## src/dps_pkg.sv

```systemverilog
package dps_pkg;
    // ------------------------------------------------------------------
    // Register map
    // ------------------------------------------------------------------
    localparam logic [7:0] CTRL_OFS   = 8'h00;
    localparam logic [7:0] ADDR_OFS   = 8'h04;
    localparam logic [7:0] WDATA_OFS  = 8'h08;
    localparam logic [7:0] RDATA_OFS  = 8'h0c;
    localparam logic [7:0] STATUS_OFS = 8'h10;

    // Control fields
    localparam int CTRL_OP_LSB  = 0;
    localparam int CTRL_ROLE    = 3;
    localparam int CTRL_START   = 8;
    localparam int CTRL_ABORT   = 9;

    // Status fields
    localparam int ST_ACTIVE    = 0;
    localparam int ST_DONE      = 1;
    localparam int ST_BUSY_SEEN = 2;
    localparam int ST_TOKEN_BIT = 3;
    localparam int ST_OWNED_LSB = 8;

    // Number of token latches and their select width
    localparam int TOKENS       = 8;
    localparam int TOK_AW       = 3;

    // Commands
    typedef enum logic [2:0] {
        DPS_MEM_RD  = 3'h0,
        DPS_MEM_WR  = 3'h1,
        DPS_TOK_ACQ = 3'h2,
        DPS_TOK_REL = 3'h3,
        DPS_TOK_RD  = 3'h4
    } dps_op_t;

    // ------------------------------------------------------------------
    // Timing, ns and derived cycles at pclk
    // ------------------------------------------------------------------
    localparam int CLK_NS                    = 100;
    localparam int MATCH_TO_FLAG_DELAY_NS    = 20;
    localparam int SELECT_TO_FLAG_DELAY_NS   = 20;
    localparam int WRITE_TO_READ_RECOVERY_NS = 10;
    localparam int TOKEN_WRITE_TO_READ_NS    = 10;
    localparam int OUTPUT_ENABLE_ACCESS_NS   = 12;
    localparam int SELECT_ACCESS_NS          = 20;
    localparam int WRITE_PULSE_NS            = 15;
    localparam int SYNC_CYC                  = 3;

    localparam int FLAG_NS = (MATCH_TO_FLAG_DELAY_NS >
        SELECT_TO_FLAG_DELAY_NS) ? MATCH_TO_FLAG_DELAY_NS
        : SELECT_TO_FLAG_DELAY_NS;
    localparam int TOKRD_NS = TOKEN_WRITE_TO_READ_NS
        + OUTPUT_ENABLE_ACCESS_NS;
    localparam int READ_NS = (TOKRD_NS > SELECT_ACCESS_NS) ? TOKRD_NS
        : SELECT_ACCESS_NS;

    // Least times round up, never below one cycle
    localparam int SETTLE_I = (FLAG_NS + CLK_NS - 1) / CLK_NS + SYNC_CYC;
    localparam int READ_I   = (READ_NS + CLK_NS - 1) / CLK_NS + SYNC_CYC;
    localparam int PULSE_I  = (WRITE_PULSE_NS + CLK_NS - 1) / CLK_NS;
    localparam int RECOV_I  = (WRITE_TO_READ_RECOVERY_NS + CLK_NS - 1)
        / CLK_NS;

    localparam logic [7:0] SETTLE_CYC = 8'(SETTLE_I);
    localparam logic [7:0] READ_CYC   = 8'(READ_I);
    localparam logic [7:0] PULSE_CYC  = 8'((PULSE_I < 1) ? 1 : PULSE_I);
    localparam logic [7:0] RECOV_CYC  = 8'((RECOV_I < 1) ? 1 : RECOV_I);
endpackage : dps_pkg

```

## src/dps_sync.sv

```systemverilog
`timescale 1ns/1ps
// ----------------------------------------------------------------------
// Three-flop input synchroniser, output moves when stages 2 and 3 agree
// ----------------------------------------------------------------------
module dps_sync #(
    parameter logic RST_VAL = 1'b1
) (
    input  wire logic pclk,
    input  wire logic presetn,
    input  wire logic pin_in,
    output logic      level_out
);
    logic s1_q;
    logic s2_q;
    logic s3_q;
    logic lvl_d;

    // Accept a change only once two late stages agree
    always_comb begin
        lvl_d = (s2_q == s3_q) ? s3_q : level_out;
    end

    // Shift chain and filtered level
    always_ff @(posedge pclk or negedge presetn) begin
        if (!presetn) begin
            s1_q      <= RST_VAL;
            s2_q      <= RST_VAL;
            s3_q      <= RST_VAL;
            level_out <= RST_VAL;
        end else begin
            s1_q      <= pin_in;
            s2_q      <= s1_q;
            s3_q      <= s2_q;
            level_out <= lvl_d;
        end
    end
endmodule : dps_sync

```

## src/dps_ctrl.sv

```systemverilog
`timescale 1ns/1ps
module dps_ctrl #(
    parameter int AW = 15,
    parameter int DW = 8
) (
    input  wire logic          pclk,
    input  wire logic          presetn,
    input  wire logic          psel,
    input  wire logic          penable,
    input  wire logic          pwrite,
    input  wire logic [7:0]    paddr,
    input  wire logic [31:0]   pwdata,
    output logic [31:0]        prdata,
    output logic               pready,
    output logic               pslverr,
    output logic               mem_select_n,
    output logic               token_select_low,
    output logic               rw_n,
    output logic               oe_n,
    output logic [AW-1:0]      addr,
    output logic [DW-1:0]      data_out,
    output logic               data_oe,
    input  wire logic [DW-1:0] data_in,
    input  wire logic          busy_n,
    output logic               role_master
);
    // ------------------------------------------------------------------
    // Pin synchronisers
    // ------------------------------------------------------------------
    logic [DW-1:0] din_s;
    logic          busy_s;

    dps_sync #(.RST_VAL(1'b1)) u_busy (
        .pclk      (pclk),
        .presetn   (presetn),
        .pin_in    (busy_n),
        .level_out (busy_s)
    );

    for (genvar i = 0; i < DW; i++) begin : g_din
        dps_sync #(.RST_VAL(1'b0)) u_din (
            .pclk      (pclk),
            .presetn   (presetn),
            .pin_in    (data_in[i]),
            .level_out (din_s[i])
        );
    end

    // ------------------------------------------------------------------
    // State
    // ------------------------------------------------------------------
    typedef enum logic [1:0] {
        ST_IDLE, ST_SETUP, ST_STROBE, ST_RECOV
    } dps_state_t;

    dps_state_t st_q, st_d;
    dps_pkg::dps_op_t op_q, op_d;
    logic [7:0]   cnt_q, cnt_d;
    logic         wr_q, wr_d;
    logic         abort_q, abort_d;
    logic         done_q, done_d;
    logic         bseen_q, bseen_d;
    logic         tokbit_q, tokbit_d;
    logic [dps_pkg::TOKENS-1:0] owned_q, owned_d;
    logic [AW-1:0] addr_q, addr_d;
    logic [DW-1:0] wdat_q, wdat_d;
    logic [DW-1:0] rdat_q, rdat_d;
    logic         role_q, role_d;
    logic         msel_q, msel_d, tsel_q, tsel_d;
    logic         rwn_q, rwn_d, oen_q, oen_d, doe_q, doe_d;
    logic [DW-1:0] dout_q, dout_d;
    logic [31:0]  prd_q, prd_d;
    logic         rdy_q, rdy_d, err_q, err_d;

    logic         tok;
    logic         setup_ph;
    logic         wr_acc;
    logic [2:0]   opf;
    logic [dps_pkg::TOK_AW-1:0] tidx;

    assign tok      = (op_q == dps_pkg::DPS_TOK_ACQ)
                   || (op_q == dps_pkg::DPS_TOK_REL)
                   || (op_q == dps_pkg::DPS_TOK_RD);
    assign setup_ph = psel && !penable;
    assign wr_acc   = setup_ph && pwrite;
    assign opf      = pwdata[dps_pkg::CTRL_OP_LSB +: 3];
    assign tidx     = addr_q[dps_pkg::TOK_AW-1:0];

    // ------------------------------------------------------------------
    // Next-state logic: register file and pin sequencer
    // ------------------------------------------------------------------
    always_comb begin
        st_d     = st_q;
        op_d     = op_q;
        cnt_d    = cnt_q;
        wr_d     = wr_q;
        abort_d  = abort_q;
        done_d   = done_q;
        bseen_d  = bseen_q;
        tokbit_d = tokbit_q;
        owned_d  = owned_q;
        addr_d   = addr_q;
        wdat_d   = wdat_q;
        rdat_d   = rdat_q;
        role_d   = role_q;
        msel_d   = msel_q;
        tsel_d   = tsel_q;
        rwn_d    = rwn_q;
        oen_d    = oen_q;
        doe_d    = doe_q;
        dout_d   = dout_q;
        prd_d    = prd_q;
        rdy_d    = setup_ph;
        err_d    = 1'b0;

        // APB register access, answered in first access cycle
        if (setup_ph) begin
            prd_d = '0;
            unique case (paddr)
                dps_pkg::CTRL_OFS: begin
                    prd_d[dps_pkg::CTRL_OP_LSB +: 3] = op_q;
                    prd_d[dps_pkg::CTRL_ROLE]        = role_q;
                    if (pwrite) begin
                        role_d = pwdata[dps_pkg::CTRL_ROLE];
                        if (pwdata[dps_pkg::CTRL_ABORT]) begin
                            abort_d = 1'b1;
                        end
                        if (pwdata[dps_pkg::CTRL_START] && st_q == ST_IDLE
                            && opf <= dps_pkg::DPS_TOK_RD) begin
                            op_d    = dps_pkg::dps_op_t'(opf);
                            wr_d    = (opf == dps_pkg::DPS_MEM_WR)
                                   || (opf == dps_pkg::DPS_TOK_ACQ)
                                   || (opf == dps_pkg::DPS_TOK_REL);
                            abort_d = 1'b0;
                            done_d  = 1'b0;
                            bseen_d = 1'b0;
                            st_d    = ST_SETUP;
                            cnt_d   = '0;
                        end
                    end
                end
                dps_pkg::ADDR_OFS: begin
                    prd_d[AW-1:0] = addr_q;
                    if (pwrite && st_q == ST_IDLE) begin
                        addr_d = pwdata[AW-1:0];
                    end
                end
                dps_pkg::WDATA_OFS: begin
                    prd_d[DW-1:0] = wdat_q;
                    if (pwrite && st_q == ST_IDLE) begin
                        wdat_d = pwdata[DW-1:0];
                    end
                end
                dps_pkg::RDATA_OFS: prd_d[DW-1:0] = rdat_q;
                dps_pkg::STATUS_OFS: begin
                    prd_d[dps_pkg::ST_ACTIVE]    = (st_q != ST_IDLE);
                    prd_d[dps_pkg::ST_DONE]      = done_q;
                    prd_d[dps_pkg::ST_BUSY_SEEN] = bseen_q;
                    prd_d[dps_pkg::ST_TOKEN_BIT] = tokbit_q;
                    prd_d[dps_pkg::ST_OWNED_LSB +: dps_pkg::TOKENS] = owned_q;
                end
                default: err_d = 1'b1;
            endcase
        end

        // Pin sequencer
        unique case (st_q)
            ST_IDLE: begin
                msel_d = 1'b1;
                tsel_d = 1'b1;
                rwn_d  = 1'b1;
                oen_d  = 1'b1;
                doe_d  = 1'b0;
            end
            ST_SETUP: begin
                msel_d = tok;
                tsel_d = !tok;
                rwn_d  = 1'b1;
                oen_d  = 1'b1;
                doe_d  = wr_q;
                if (op_q == dps_pkg::DPS_TOK_ACQ) begin
                    dout_d = '0;
                end else if (op_q == dps_pkg::DPS_TOK_REL) begin
                    dout_d = {{(DW-1){1'b0}}, 1'b1};
                end else begin
                    dout_d = wdat_q;
                end
                cnt_d = cnt_q + 8'h01;
                // Select pin lands a cycle late, so wait one beyond settle
                if (cnt_q > dps_pkg::SETTLE_CYC) begin
                    cnt_d = '0;
                    if (!tok && !busy_s) begin
                        bseen_d = 1'b1;
                    end else begin
                        st_d  = ST_STROBE;
                        rwn_d = !wr_q;
                        oen_d = wr_q;
                    end
                end
            end
            ST_STROBE: begin
                cnt_d = cnt_q + 8'h01;
                if (cnt_q >= (wr_q ? dps_pkg::PULSE_CYC
                                   : dps_pkg::READ_CYC)) begin
                    cnt_d  = '0;
                    st_d   = ST_RECOV;
                    rwn_d  = 1'b1;
                    oen_d  = 1'b1;
                    msel_d = 1'b1;
                    tsel_d = 1'b1;
                    if (!wr_q) begin
                        rdat_d = din_s;
                        if (tok) begin
                            tokbit_d = din_s[0];
                            owned_d[tidx] = !din_s[0];
                        end
                    end else if (op_q == dps_pkg::DPS_TOK_REL) begin
                        owned_d[tidx] = 1'b0;
                    end
                end
            end
            ST_RECOV: begin
                doe_d = 1'b0;
                cnt_d = cnt_q + 8'h01;
                if (cnt_q >= dps_pkg::RECOV_CYC) begin
                    cnt_d = '0;
                    if (op_q == dps_pkg::DPS_TOK_ACQ && wr_q) begin
                        wr_d = 1'b0;
                        st_d = ST_SETUP;
                    end else if (op_q == dps_pkg::DPS_TOK_ACQ && tokbit_q
                                 && !abort_q) begin
                        st_d = ST_SETUP;
                    end else begin
                        st_d   = ST_IDLE;
                        done_d = 1'b1;
                    end
                end
            end
        endcase
    end

    // ------------------------------------------------------------------
    // Registers
    // ------------------------------------------------------------------
    always_ff @(posedge pclk or negedge presetn) begin
        if (!presetn) begin
            st_q     <= ST_IDLE;
            op_q     <= dps_pkg::DPS_MEM_RD;
            cnt_q    <= '0;
            wr_q     <= 1'b0;
            abort_q  <= 1'b0;
            done_q   <= 1'b0;
            bseen_q  <= 1'b0;
            tokbit_q <= 1'b1;
            owned_q  <= '0;
            addr_q   <= '0;
            wdat_q   <= '0;
            rdat_q   <= '0;
            role_q   <= 1'b0;
            msel_q   <= 1'b1;
            tsel_q   <= 1'b1;
            rwn_q    <= 1'b1;
            oen_q    <= 1'b1;
            doe_q    <= 1'b0;
            dout_q   <= '0;
            prd_q    <= '0;
            rdy_q    <= 1'b0;
            err_q    <= 1'b0;
        end else begin
            st_q     <= st_d;
            op_q     <= op_d;
            cnt_q    <= cnt_d;
            wr_q     <= wr_d;
            abort_q  <= abort_d;
            done_q   <= done_d;
            bseen_q  <= bseen_d;
            tokbit_q <= tokbit_d;
            owned_q  <= owned_d;
            addr_q   <= addr_d;
            wdat_q   <= wdat_d;
            rdat_q   <= rdat_d;
            role_q   <= role_d;
            msel_q   <= msel_d;
            tsel_q   <= tsel_d;
            rwn_q    <= rwn_d;
            oen_q    <= oen_d;
            doe_q    <= doe_d;
            dout_q   <= dout_d;
            prd_q    <= prd_d;
            rdy_q    <= rdy_d;
            err_q    <= err_d;
        end
    end

    // Outputs straight from flops
    assign prdata           = prd_q;
    assign pready           = rdy_q;
    assign pslverr          = err_q;
    assign mem_select_n     = msel_q;
    assign token_select_low = tsel_q;
    assign rw_n             = rwn_q;
    assign oe_n             = oen_q;
    assign addr             = addr_q;
    assign data_out         = dout_q;
    assign data_oe          = doe_q;
    assign role_master      = role_q;
endmodule : dps_ctrl

```

## config.mk

```make
export PLATFORM = sky130hd
export DESIGN_NAME = dps_ctrl
export DESIGN_NICKNAME = d
export VERILOG_FILES = /design/src/dps_pkg.sv /design/src/dps_sync.sv /design/src/dps_ctrl.sv
export SDC_FILE = /design/constraint.sdc
export NUM_CORES = 1
export LEC_CHECK = 0
export BUFFER_PORTS_ARGS = -buffer_cell sky130_fd_sc_hd__buf_2
export CORE_MARGIN = 2
export CORE_UTILIZATION = 58
export CTS_CLUSTER_SIZE = 28
export DETAILED_ROUTE_END_ITERATION = 8
export HOLD_SLACK_MARGIN = 0.02
export PLACE_DENSITY_LB_ADDON = 0.1
export SLEW_MARGIN = 20
export SYNTH_ARGS = -nofsm -noshare
export SYNTH_HDL_FRONTEND = slang
export SYNTH_SLANG_ARGS = --single-unit
export TNS_END_PERCENT = 20
```

## constraint.sdc

```tcl
create_clock -name pclk -period 7.3 [get_ports pclk]
set_clock_uncertainty 0.05 [all_clocks]
set_input_delay 0.365 -clock pclk [delete_from_list [all_inputs] [get_ports pclk]]
set_output_delay 0.365 -clock pclk [all_outputs]
set_load 0.05 [all_outputs]
```

==> results.cfg, run 1 <==
[outcome]
status = complete, no violations

[pwr]
vdd_drop_max_v = 0.000188
power_density_mw_per_mm2 = 262
p_leak_uw = 0.00323
fin_total_pwr_uw = 1720

[setup_path]
cp-start-kind = flip-flop
timing_worst_setup_path_type = reg -> reg
crit_path_end_kind = flip-flop
cp_data_arrival_time_ns = 2.99
worstPathRequired_ns = 7.64
worstPathMaxFanout = 7

[clock_network]
clock_path_buffers = 2
path_clk_slew_ns = 0.06
cts_root_buf = clkbuf_8
cts_htree_levels = 4
cts_made_buffers = 17
ctsResizeCount = 0
clk_latency_ns = 0.52
cts.sinks = 125
cts_tree = built

[timing]
period_needed_ns = 2.65
rsz0062_at_grt = no
finalSetupViolations = 0
setup_tns_ns = 0
hold_ws_ns = 0.0397
fmax_mhz = 378
hold_viol_final = 0
slew_violations = 0
tightest_slew_ns = 0.904
min_period_over_period = 0.363
slew_headroom = 0.396

[layout]
postLayoutCellArea_mm2 = 0.00658
area_growth_pct = 20.9
drive_gt1_frac = 0.341
nNetsFinal = 599
multi_input_area_mm2 = 0.00211
seqCellArea_mm2 = 0.00314
antennaDiodeCount = 0
fin_util = 0.719
n_fill_cell = 653

[flow_run]
maxCapViolCount = 0

[logic_synthesis]
synthArstFlopShare = 1.00
synth_cell_types = 60
synth_area_mm2 = 0.00544
synth.area.top_cells = dfrtp_1, mux2_2, dfstp_2
synth_edf_count = 0
synth_top_area_cell = dfrtp_1
synth_top_cell_area_share = 0.533
synthTopCellsByCount = dfrtp_1, mux2_2, nor2_1
syn_inst = 438
ys_ff_latch = 125
yosysMostFrequentCell = dfrtp_1
synth_ff_type = dfrtp_1
synth.avg_cell_area_um2 = 12.4
yosysWarnings = 0
yosysSeqAreaShare = 0.577

[detailed_routing]
drt_iter0_markers = 194
vias = 3743
dr.pass1.iters = 5
wl_per_cell_um = 17.6
finalWirelength_um = 11500
vias_per_cell = 5.71
detail-route-antenna-nets = 0
drc = 0

[place]
routabilityCongestion = 0.868
dp_hpwl_um = 7900
dpl_cell_area_mm2 = 0.00587
port_buffers = 83

[grt]
grt_usage = 0.245
grt_pass1_vias = 3780
antenna_found_initial = 0
grt_max_degree = 70
gr-total-overflow = 0
grt_pass1_wl_um = 18900

[floorplan]
die_h_um = 101
io_pins = 117
rows = 35
core_area_mm2 = 0.00915
start_util = 0.595
floorplan.die_area_mm2 = 0.0102
die_x_um = 101

[worst_hold_path]
hold_class = in -> reg
==> worst max-delay path, cell delays in order, from the launching register on <==
cell	delay (ns)
dfrtp_1	0.47
inv_1	0.13
ha_1	0.31
or3b_4	0.39
a2111oi_4	0.48
nor2b_1	0.21
nand4_1	0.16
mux2_2	0.34
==> worst paths after layout <==
check,slack [ns],cells after the start,end,from
max,4.65,7,owned_q[1],cnt_q[0]
max reg2reg,4.65,7,owned_q[1],cnt_q[0]
max in group asynchronous,5.50,3,op_q[1],presetn
min reg2reg,0.30,0,g_din[4].u_din.s2_q,g_din[4].u_din.s1_q
min in group asynchronous,0.46,2,cnt_q[3],presetn
min,0.04,2,addr[13],pwdata[13]
==> cells by family (layout without fill, tap and decap cells) <==
family / count (synthesis) / after routing / share of synthesized area
flops: 125 / 125 / 0.577
simple gates: 115 / 115 / 0.116
compound gates: 76 / 76 / 0.108
mux: 53 / 53 / 0.109
buf+inv: 47 / 139 / 0.0451
fa+ha+maj: 21 / 21 / 0.0441
other cells: 1 / 16 / 0.000689
==> per-stage QoR <==
step	std cells	setup WS, ns
global route	656	4.56
detailed placement	615	4.71
CTS	656	4.68
floorplan	453	4.97
global placement	615	4.73
finish	656	4.65
==> area by class of cell <==
cell class                      instances  area share
Timing Repair Buffer                   94      0.0799
Clock buffer                           18      0.0651
Clock inverter                         13      0.0272
Multi-Input combinational cell        281       0.321
Sequential cell                       125       0.477
Inverter                               14     0.00799
Tap cell                              111      0.0211
==> sequential cells by signal, summed over array words and instances (netlist names), 3 cells and up <==
register and count:
rdat_q 8, g_din.u_din.level_out 8, data_out 8, owned_q 8, prdata 16, cnt_q 8, g_din.u_din.s2_q 8, addr 15
g_din.u_din.s1_q 8, wdat_q 8, g_din.u_din.s3_q 8, op_q 3
==> power breakdown <==
part / switching, uW / internal (uW) / total, uW
clock: 321 / 537 / 858
combinational: 99.0 / 32.9 / 132
sequential: 13.0 / 718 / 731
total: 433 / 1290 / 1720
==> cells in the final DEF (no fill, tap or decap), types with 3 or more instances in the layout <==
cell type	n
nor2_1	41
clkinv_4	3
inv_6	4
a21oi_1	9
conb_1	16
o22ai_1	6
nand4_1	5
maj3_1	9
nor2b_1	4
dfstp_2	9
bufinv_16	3
o2bb2ai_1	7
buf_2	82
inv_1	14
a22o_1	9
a21o_1	3
nand2b_1	4
o21ai_0	12
mux2_2	44
nand3_1	6
nand2_1	23
dlygate4sd3_1	10
ha_1	12
clkbuf_16	16
a221oi_1	11
dfrtp_1	116
and2_1	3
mux2i_1	7
o21a_1	3
nor3_1	6
==> metal layers <==
| metal | routed length (um) | GRT usage |
|---|---|---|
| met2 | 5750 | 0.390 |
| met3 | 507 | 0.0583 |
| met1 | 5150 | 0.333 |
| met5 | 0 | 0 |
| met4 | 119 | 0.0854 |
==> what timing repair did <==
| action | 4_1_cts | 5_1_grt |
|---|---|---|
| setup endpoints to repair | 0 | 0 |
| hold buffers | 10 | 0 |
| buffers inserted | 0 | 0 |
| hold endpoints to repair | 69 | 0 |
Note: power is estimated with default switching activity, not from simulation.
==> inputs of run 2 (changes only) <==
--- a/config.mk
+++ b/config.mk
@@ -7,7 +7,7 @@
 export LEC_CHECK = 0
 export BUFFER_PORTS_ARGS = -buffer_cell sky130_fd_sc_hd__buf_2
 export CORE_MARGIN = 2
-export CORE_UTILIZATION = 58
+export CORE_UTILIZATION = 49
 export CTS_CLUSTER_SIZE = 28
 export DETAILED_ROUTE_END_ITERATION = 8
 export HOLD_SLACK_MARGIN = 0.02
==> constraint.sdc (replaced) <==
create_clock -name pclk -period 2.2 [get_ports pclk]
set_clock_uncertainty 0.05 [all_clocks]
set_input_delay 0.11 -clock pclk [delete_from_list [all_inputs] [get_ports pclk]]
set_output_delay 0.11 -clock pclk [all_outputs]
set_load 0.05 [all_outputs]
==> run 2 against run 1 <==
The flow now finishes with violations (negative setup slack). Sequential share of layout area fell by 3.4 points. Non-clock buffer count rose by 44. Via count rose by 4.4%. Combinational power rose to 3.6 times the previous value. Design area rose by 7.6%. First-iteration DRC count fell by 0.52%. Core utilization fell by 6.6 points. Clock-buffer cell count rose by 2. Critical path type unchanged. Critical endpoint is now token_select_low. Highest routed layer unchanged.
==> results.cfg, run 2 (synthesis results as in run 1) <==
[timing]
rsz0062_at_grt = yes
min_period_over_period = 1.03
hold_ws_ns = 0.0528
period_needed_ns = 2.27
finalSetupViolations = 18
slew_headroom = 0.486
tightest_slew_ns = 0.761
hold_viol_final = 0
slew_violations = 0
fmax_mhz = 440
setup_slack_ns = -0.0722

[clock_network]
cts_htree_levels = 4
cts.sinks = 125
cts_tree = built
cts_root_buf = clkbuf_8
clk_latency_ns = 0.53
path_clk_slew_ns = 0.06
clock_path_buffers = 2
cts_made_buffers = 17

[worst_hold_path]
hold_class = in -> reg
hp-start = paddr[1]

[floorplan]
io_pins = 117
rows = 38
floorplan.die_area_mm2 = 0.0120
start_util = 0.502
core_area_mm2 = 0.0108
die_x_um = 109
die_h_um = 109

[grt]
grt_max_degree = 126
grt_pass1_wl_um = 19900
grt_pass1_vias = 3942
antenna_found_initial = 1
gr-total-overflow = 0
grt_usage = 0.223

[pwr]
p_leak_uw = 0.00346
power_density_mw_per_mm2 = 824
vdd_drop_max_v = 0.000628

[place]
dp_hpwl_um = 8470
preCtsSetupSlack_ns = -0.0635
port_buffers = 83
routabilityCongestion = 0.850
placedCellCount = 668

[layout]
final_cell_mix = dfrtp_1, buf_2, nor2_1, mux2_2, dlygate4sd3_1
largest_reg_flops = 16
drive_gt1_frac = 0.369
area_growth_pct = 30.0
nNetsFinal = 643
antennaDiodeCount = 0
final_common_cell = dfrtp_1
instances_no_fill = 730
n_fill_cell = 852
fin_util = 0.653

[detailed_routing]
detail-route-antenna-nets = 0
dr.pass1.iters = 4
drc = 0
wl_per_cell_um = 16.9
finalWirelength_um = 12300
vias = 3907
vias_per_cell = 5.35
drt_iter0_markers = 193

[setup_path]
cp_data_arrival_time_ns = 2.68
cp-start-kind = flip-flop
worstPathRequired_ns = 2.61
crit_path_end_kind = flip-flop
worstPathMaxFanout = 4
timing_worst_setup_path_type = reg -> reg
startpoint = cnt_q[0]
crit-reg2reg-launch = cnt_q[0]

[outcome]
violations = negative setup slack
status = finished, violations left

[flow_run]
maxCapViolCount = 0
-- run 2: cell types whose count changed in the layout (fill, tap and decap cells not counted), sizes merged --
cell | before | now
inv | 20 | 17
bufinv | 3 | 4
clkinvlp | 0 | 1
buf | 84 | 109
dlygate4sd3 | 10 | 29
clkbuf | 18 | 20
-- run 2: power breakdown --
| group | internal, uW | total (uW) | switching [uW] |
|---|---|---|---|
| Sequential | 2380 | 2430 | 44.0 |
| Clock | 1910 | 2930 | 1020 |
| Combinational | 141 | 475 | 334 |
-- run 2: layer usage --
metal,GRT usage,vias up,routed length (um)
met5,0,-,0
met4,0.0895,0,241
met3,0.0658,25,622
met2,0.354,98,5910
met1,0.289,1936,5530
li1,-,1848,-
-- run 2: metrics by stage --
step / TNS, ns / power, uW / area [um2]
after floorplan: -0.0766 / 2760 / 5530
after detailed placement: -0.556 / 2910 / 6130
after CTS: -0.573 / 5890 / 7050
after global routing: -2.08 / 6040 / 7080
final: -0.423 / 5830 / 7080
after global placement: -0.234 / 2900 / 6130
-- run 2: timing repair --
item / CTS / global route
hold endpoints to repair: 161 / 0
gates resized for setup: 1 / 6
setup endpoints to repair: 15 / 23
hold buffers: 29 / 0
pin swaps: 1 / 1
setup buffers: 0 / 1
-- run 2: final timing paths --
check                                 endpoint  slack [ns]  depth (start not counted)
setup / recovery              token_select_low       -0.07                          7
hold / removal                         pslverr        0.05                          3
setup reg to reg              token_select_low       -0.07                          7
hold reg to reg            g_din[2].u_din.s2_q        0.30                          0
max in group asynchronous             addr[10]        1.41                          3
min in group asynchronous             cnt_q[2]        0.11                          3
-- run 2: critical path, cell delays in order, from the launching register on --
cell and delay (ns):
dfrtp_1 0.39, inv_2 0.08, ha_4 0.19, or3b_4 0.40
a2111oi_4 0.41, buf_4 0.18, a21o_1 0.19, mux2_4 0.31
-- run 2: layout make-up --
cell class	count	area (um2)	area share
repair buffers	138	916	0.129
flip-flops and latches	125	3140	0.444
well taps	140	175	0.0248
clock inverters	12	181	0.0256
clock buffers	20	445	0.0630
inverters	14	52.6	0.00743
multi-input cells	281	2170	0.306
==> inputs of run 3 (changes only) <==
--- a/config.mk
+++ b/config.mk
@@ -16,4 +16,4 @@
 export SYNTH_ARGS = -nofsm -noshare
 export SYNTH_HDL_FRONTEND = slang
 export SYNTH_SLANG_ARGS = --single-unit
-export TNS_END_PERCENT = 20
+export TNS_END_PERCENT = 1
==> constraint.sdc (replaced) <==
create_clock -name pclk -period 2 [get_ports pclk]
set_clock_uncertainty 0.05 [all_clocks]
set_input_delay 0.1 -clock pclk [delete_from_list [all_inputs] [get_ports pclk]]
set_output_delay 0.1 -clock pclk [all_outputs]
set_load 0.05 [all_outputs]
==> run 3 against run 2 <==
The flow still finishes with violations (negative setup slack). Core utilization grew 1.5 points. Design area rose by 2.3%. Critical path depth unchanged. Clock power is 3% higher. Clock-buffer cell count is the same. Combinational power is 13% higher. Non-clock buffer count increased by 20. Setup slack worse by 0.20 ns. Via count is 1.8% higher. Die area is the same. Critical path type unchanged.
==> results.cfg, run 3 (synthesis results as in run 1) <==
[detailed_routing]
vias_per_cell = 5.30
maxUsedRoutingLayer = met4
dr_wl_met3_um = 557
vias = 3978
finalWirelength_um = 12600
met2_length_um = 6160
met1Wirelength_um = 5690
drc = 0
dr.pass1.iters = 4
detail-route-antenna-nets = 0
wl_per_cell_um = 16.8
drt_iter0_markers = 167

[grt]
gr-total-overflow = 0
antenna_found_initial = 0
grt_max_degree = 41
grt_usage = 0.228
grt_pass1_vias = 3911
grt_pass1_wl_um = 20000

[setup_path]
crit_family = simple AND/OR/NAND/NOR gates
cp-start-kind = flip-flop
path_buf_inv = 1
startpoint = cnt_q[0]
worstPathMaxFanout = 8
timing_worst_setup_path_type = reg -> reg
crit-reg2reg-launch = cnt_q[0]
cp_data_arrival_time_ns = 2.64
crit_slowest_cell = a2111oi_4
crit_path_end_kind = flip-flop
path_cells = inv_2 > ha_4 > or3b_4 > a2111oi_4 > or2b_4 > nor2_4 > mux2_4
worstPathRequired_ns = 2.37
max_stage_delay_ns = 0.43

[floorplan]
start_util = 0.502
io_pins = 117
core_area_mm2 = 0.0108
die_h_um = 109
floorplan.die_area_mm2 = 0.0120
rows = 38
die_x_um = 109

[pwr]
power_density_mw_per_mm2 = 859
p_leak_uw = 0.00354
vdd_drop_max_v = 0.000670

[layout]
fin_util = 0.668
n_fill_cell = 851
largest_reg_flops = 16
drive_gt1_frac = 0.393
nNetsFinal = 663
area_growth_pct = 33.0
final_common_cell = dfrtp_1
antennaDiodeCount = 0
final_cell_mix = dfrtp_1, buf_2, buf_4
instances_no_fill = 750

[worst_hold_path]
hold_class = in -> async

[outcome]
status = finished, violations left
violations = negative setup slack

[clock_network]
cts_root_buf = clkbuf_8
clock_path_buffers = 2
cts_tree = built
clk_latency_ns = 0.54
cts_made_buffers = 17
path_clk_slew_ns = 0.06
cts_setup_buffers = 0
cts_htree_levels = 4
cts.sinks = 125

[timing]
tightest_slew_ns = 0.570
fmax_mhz = 440
min_period_over_period = 1.14
hold_viol_final = 0
period_needed_ns = 2.27
setup_tns_ns = -4.90
slew_headroom = 0.616
setup_slack_ns = -0.272
slew_violations = 0
rsz0062_at_grt = yes
finalSetupViolations = 23

[place]
dp_hpwl_um = 9060
placedCellCount = 687
port_buffers = 83
routabilityCongestion = 0.873

[flow_run]
maxCapViolCount = 0
-- run 3: stage by stage --
stage | hold WS, ns | instance area (um2) | total power [uW] | worst slack, ns
after global routing | 0.0953 | 7240 | 6450 | -0.374
final | 0.0542 | 7240 | 6220 | -0.272
after global placement | 0.0799 | 6290 | 3200 | -0.218
after floorplan | -0.246 | 5530 | 3040 | -0.233
after detailed placement | 0.0796 | 6290 | 3210 | -0.267
after CTS | 0.0463 | 7200 | 6290 | -0.275
-- run 3: final timing paths --
kind,endpoint,slack [ns],depth (start not counted)
worst max-delay path,rdat_q[0],-0.27,7
worst min-delay path,cnt_q[3],0.05,2
worst max register to register,rdat_q[0],-0.27,7
worst min register to register,g_din[0].u_din.s2_q,0.30,0
max in group asynchronous,u_busy.s1_q,1.22,3
min in group pclk,pslverr,0.08,4
-- run 3: report_power, final --
group          switching (uW)  internal, uW  total [uW]
Clock                    1140          1880        3010
Sequential               50.3          2620        2670
Combinational             371           168         539
-- run 3: what timing repair did --
item	in CTS	in global routing
endpoints found under the hold margin	167	0
hold buffers	31	0
gates resized for setup	3	7
setup endpoints to repair	29	31
pin swaps	0	1
-- run 3: per-layer routing --
metal | global-route usage | vias up
li1 | - | 1884
met1 | 0.294 | 1985
met2 | 0.369 | 94
met3 | 0.0557 | 15
met4 | 0.0958 | 0
met5 | 0 | -
-- run 3: worst register-to-register path, delay by kind of cell, from the launching register on --
| kind | cells | cell delay [ns] |
|---|---|---|
| compound gates | 1 | 0.43 |
| fa+ha+maj | 1 | 0.19 |
| buf+inv | 1 | 0.08 |
| flops | 1 | 0.39 |
| mux | 1 | 0.30 |
| simple gates | 3 | 0.73 |
-- run 3: area by class of cell --
| cell class | count | area, um2 | area share |
|---|---|---|---|
| Sequential cell | 125 | 3140 | 0.434 |
| Multi-Input combinational cell | 281 | 2200 | 0.304 |
| Timing Repair Buffer | 158 | 1080 | 0.150 |
| Clock buffer | 20 | 455 | 0.0629 |
| Tap cell | 140 | 175 | 0.0242 |
| Clock inverter | 12 | 134 | 0.0185 |
| Inverter | 14 | 52.6 | 0.00726 |
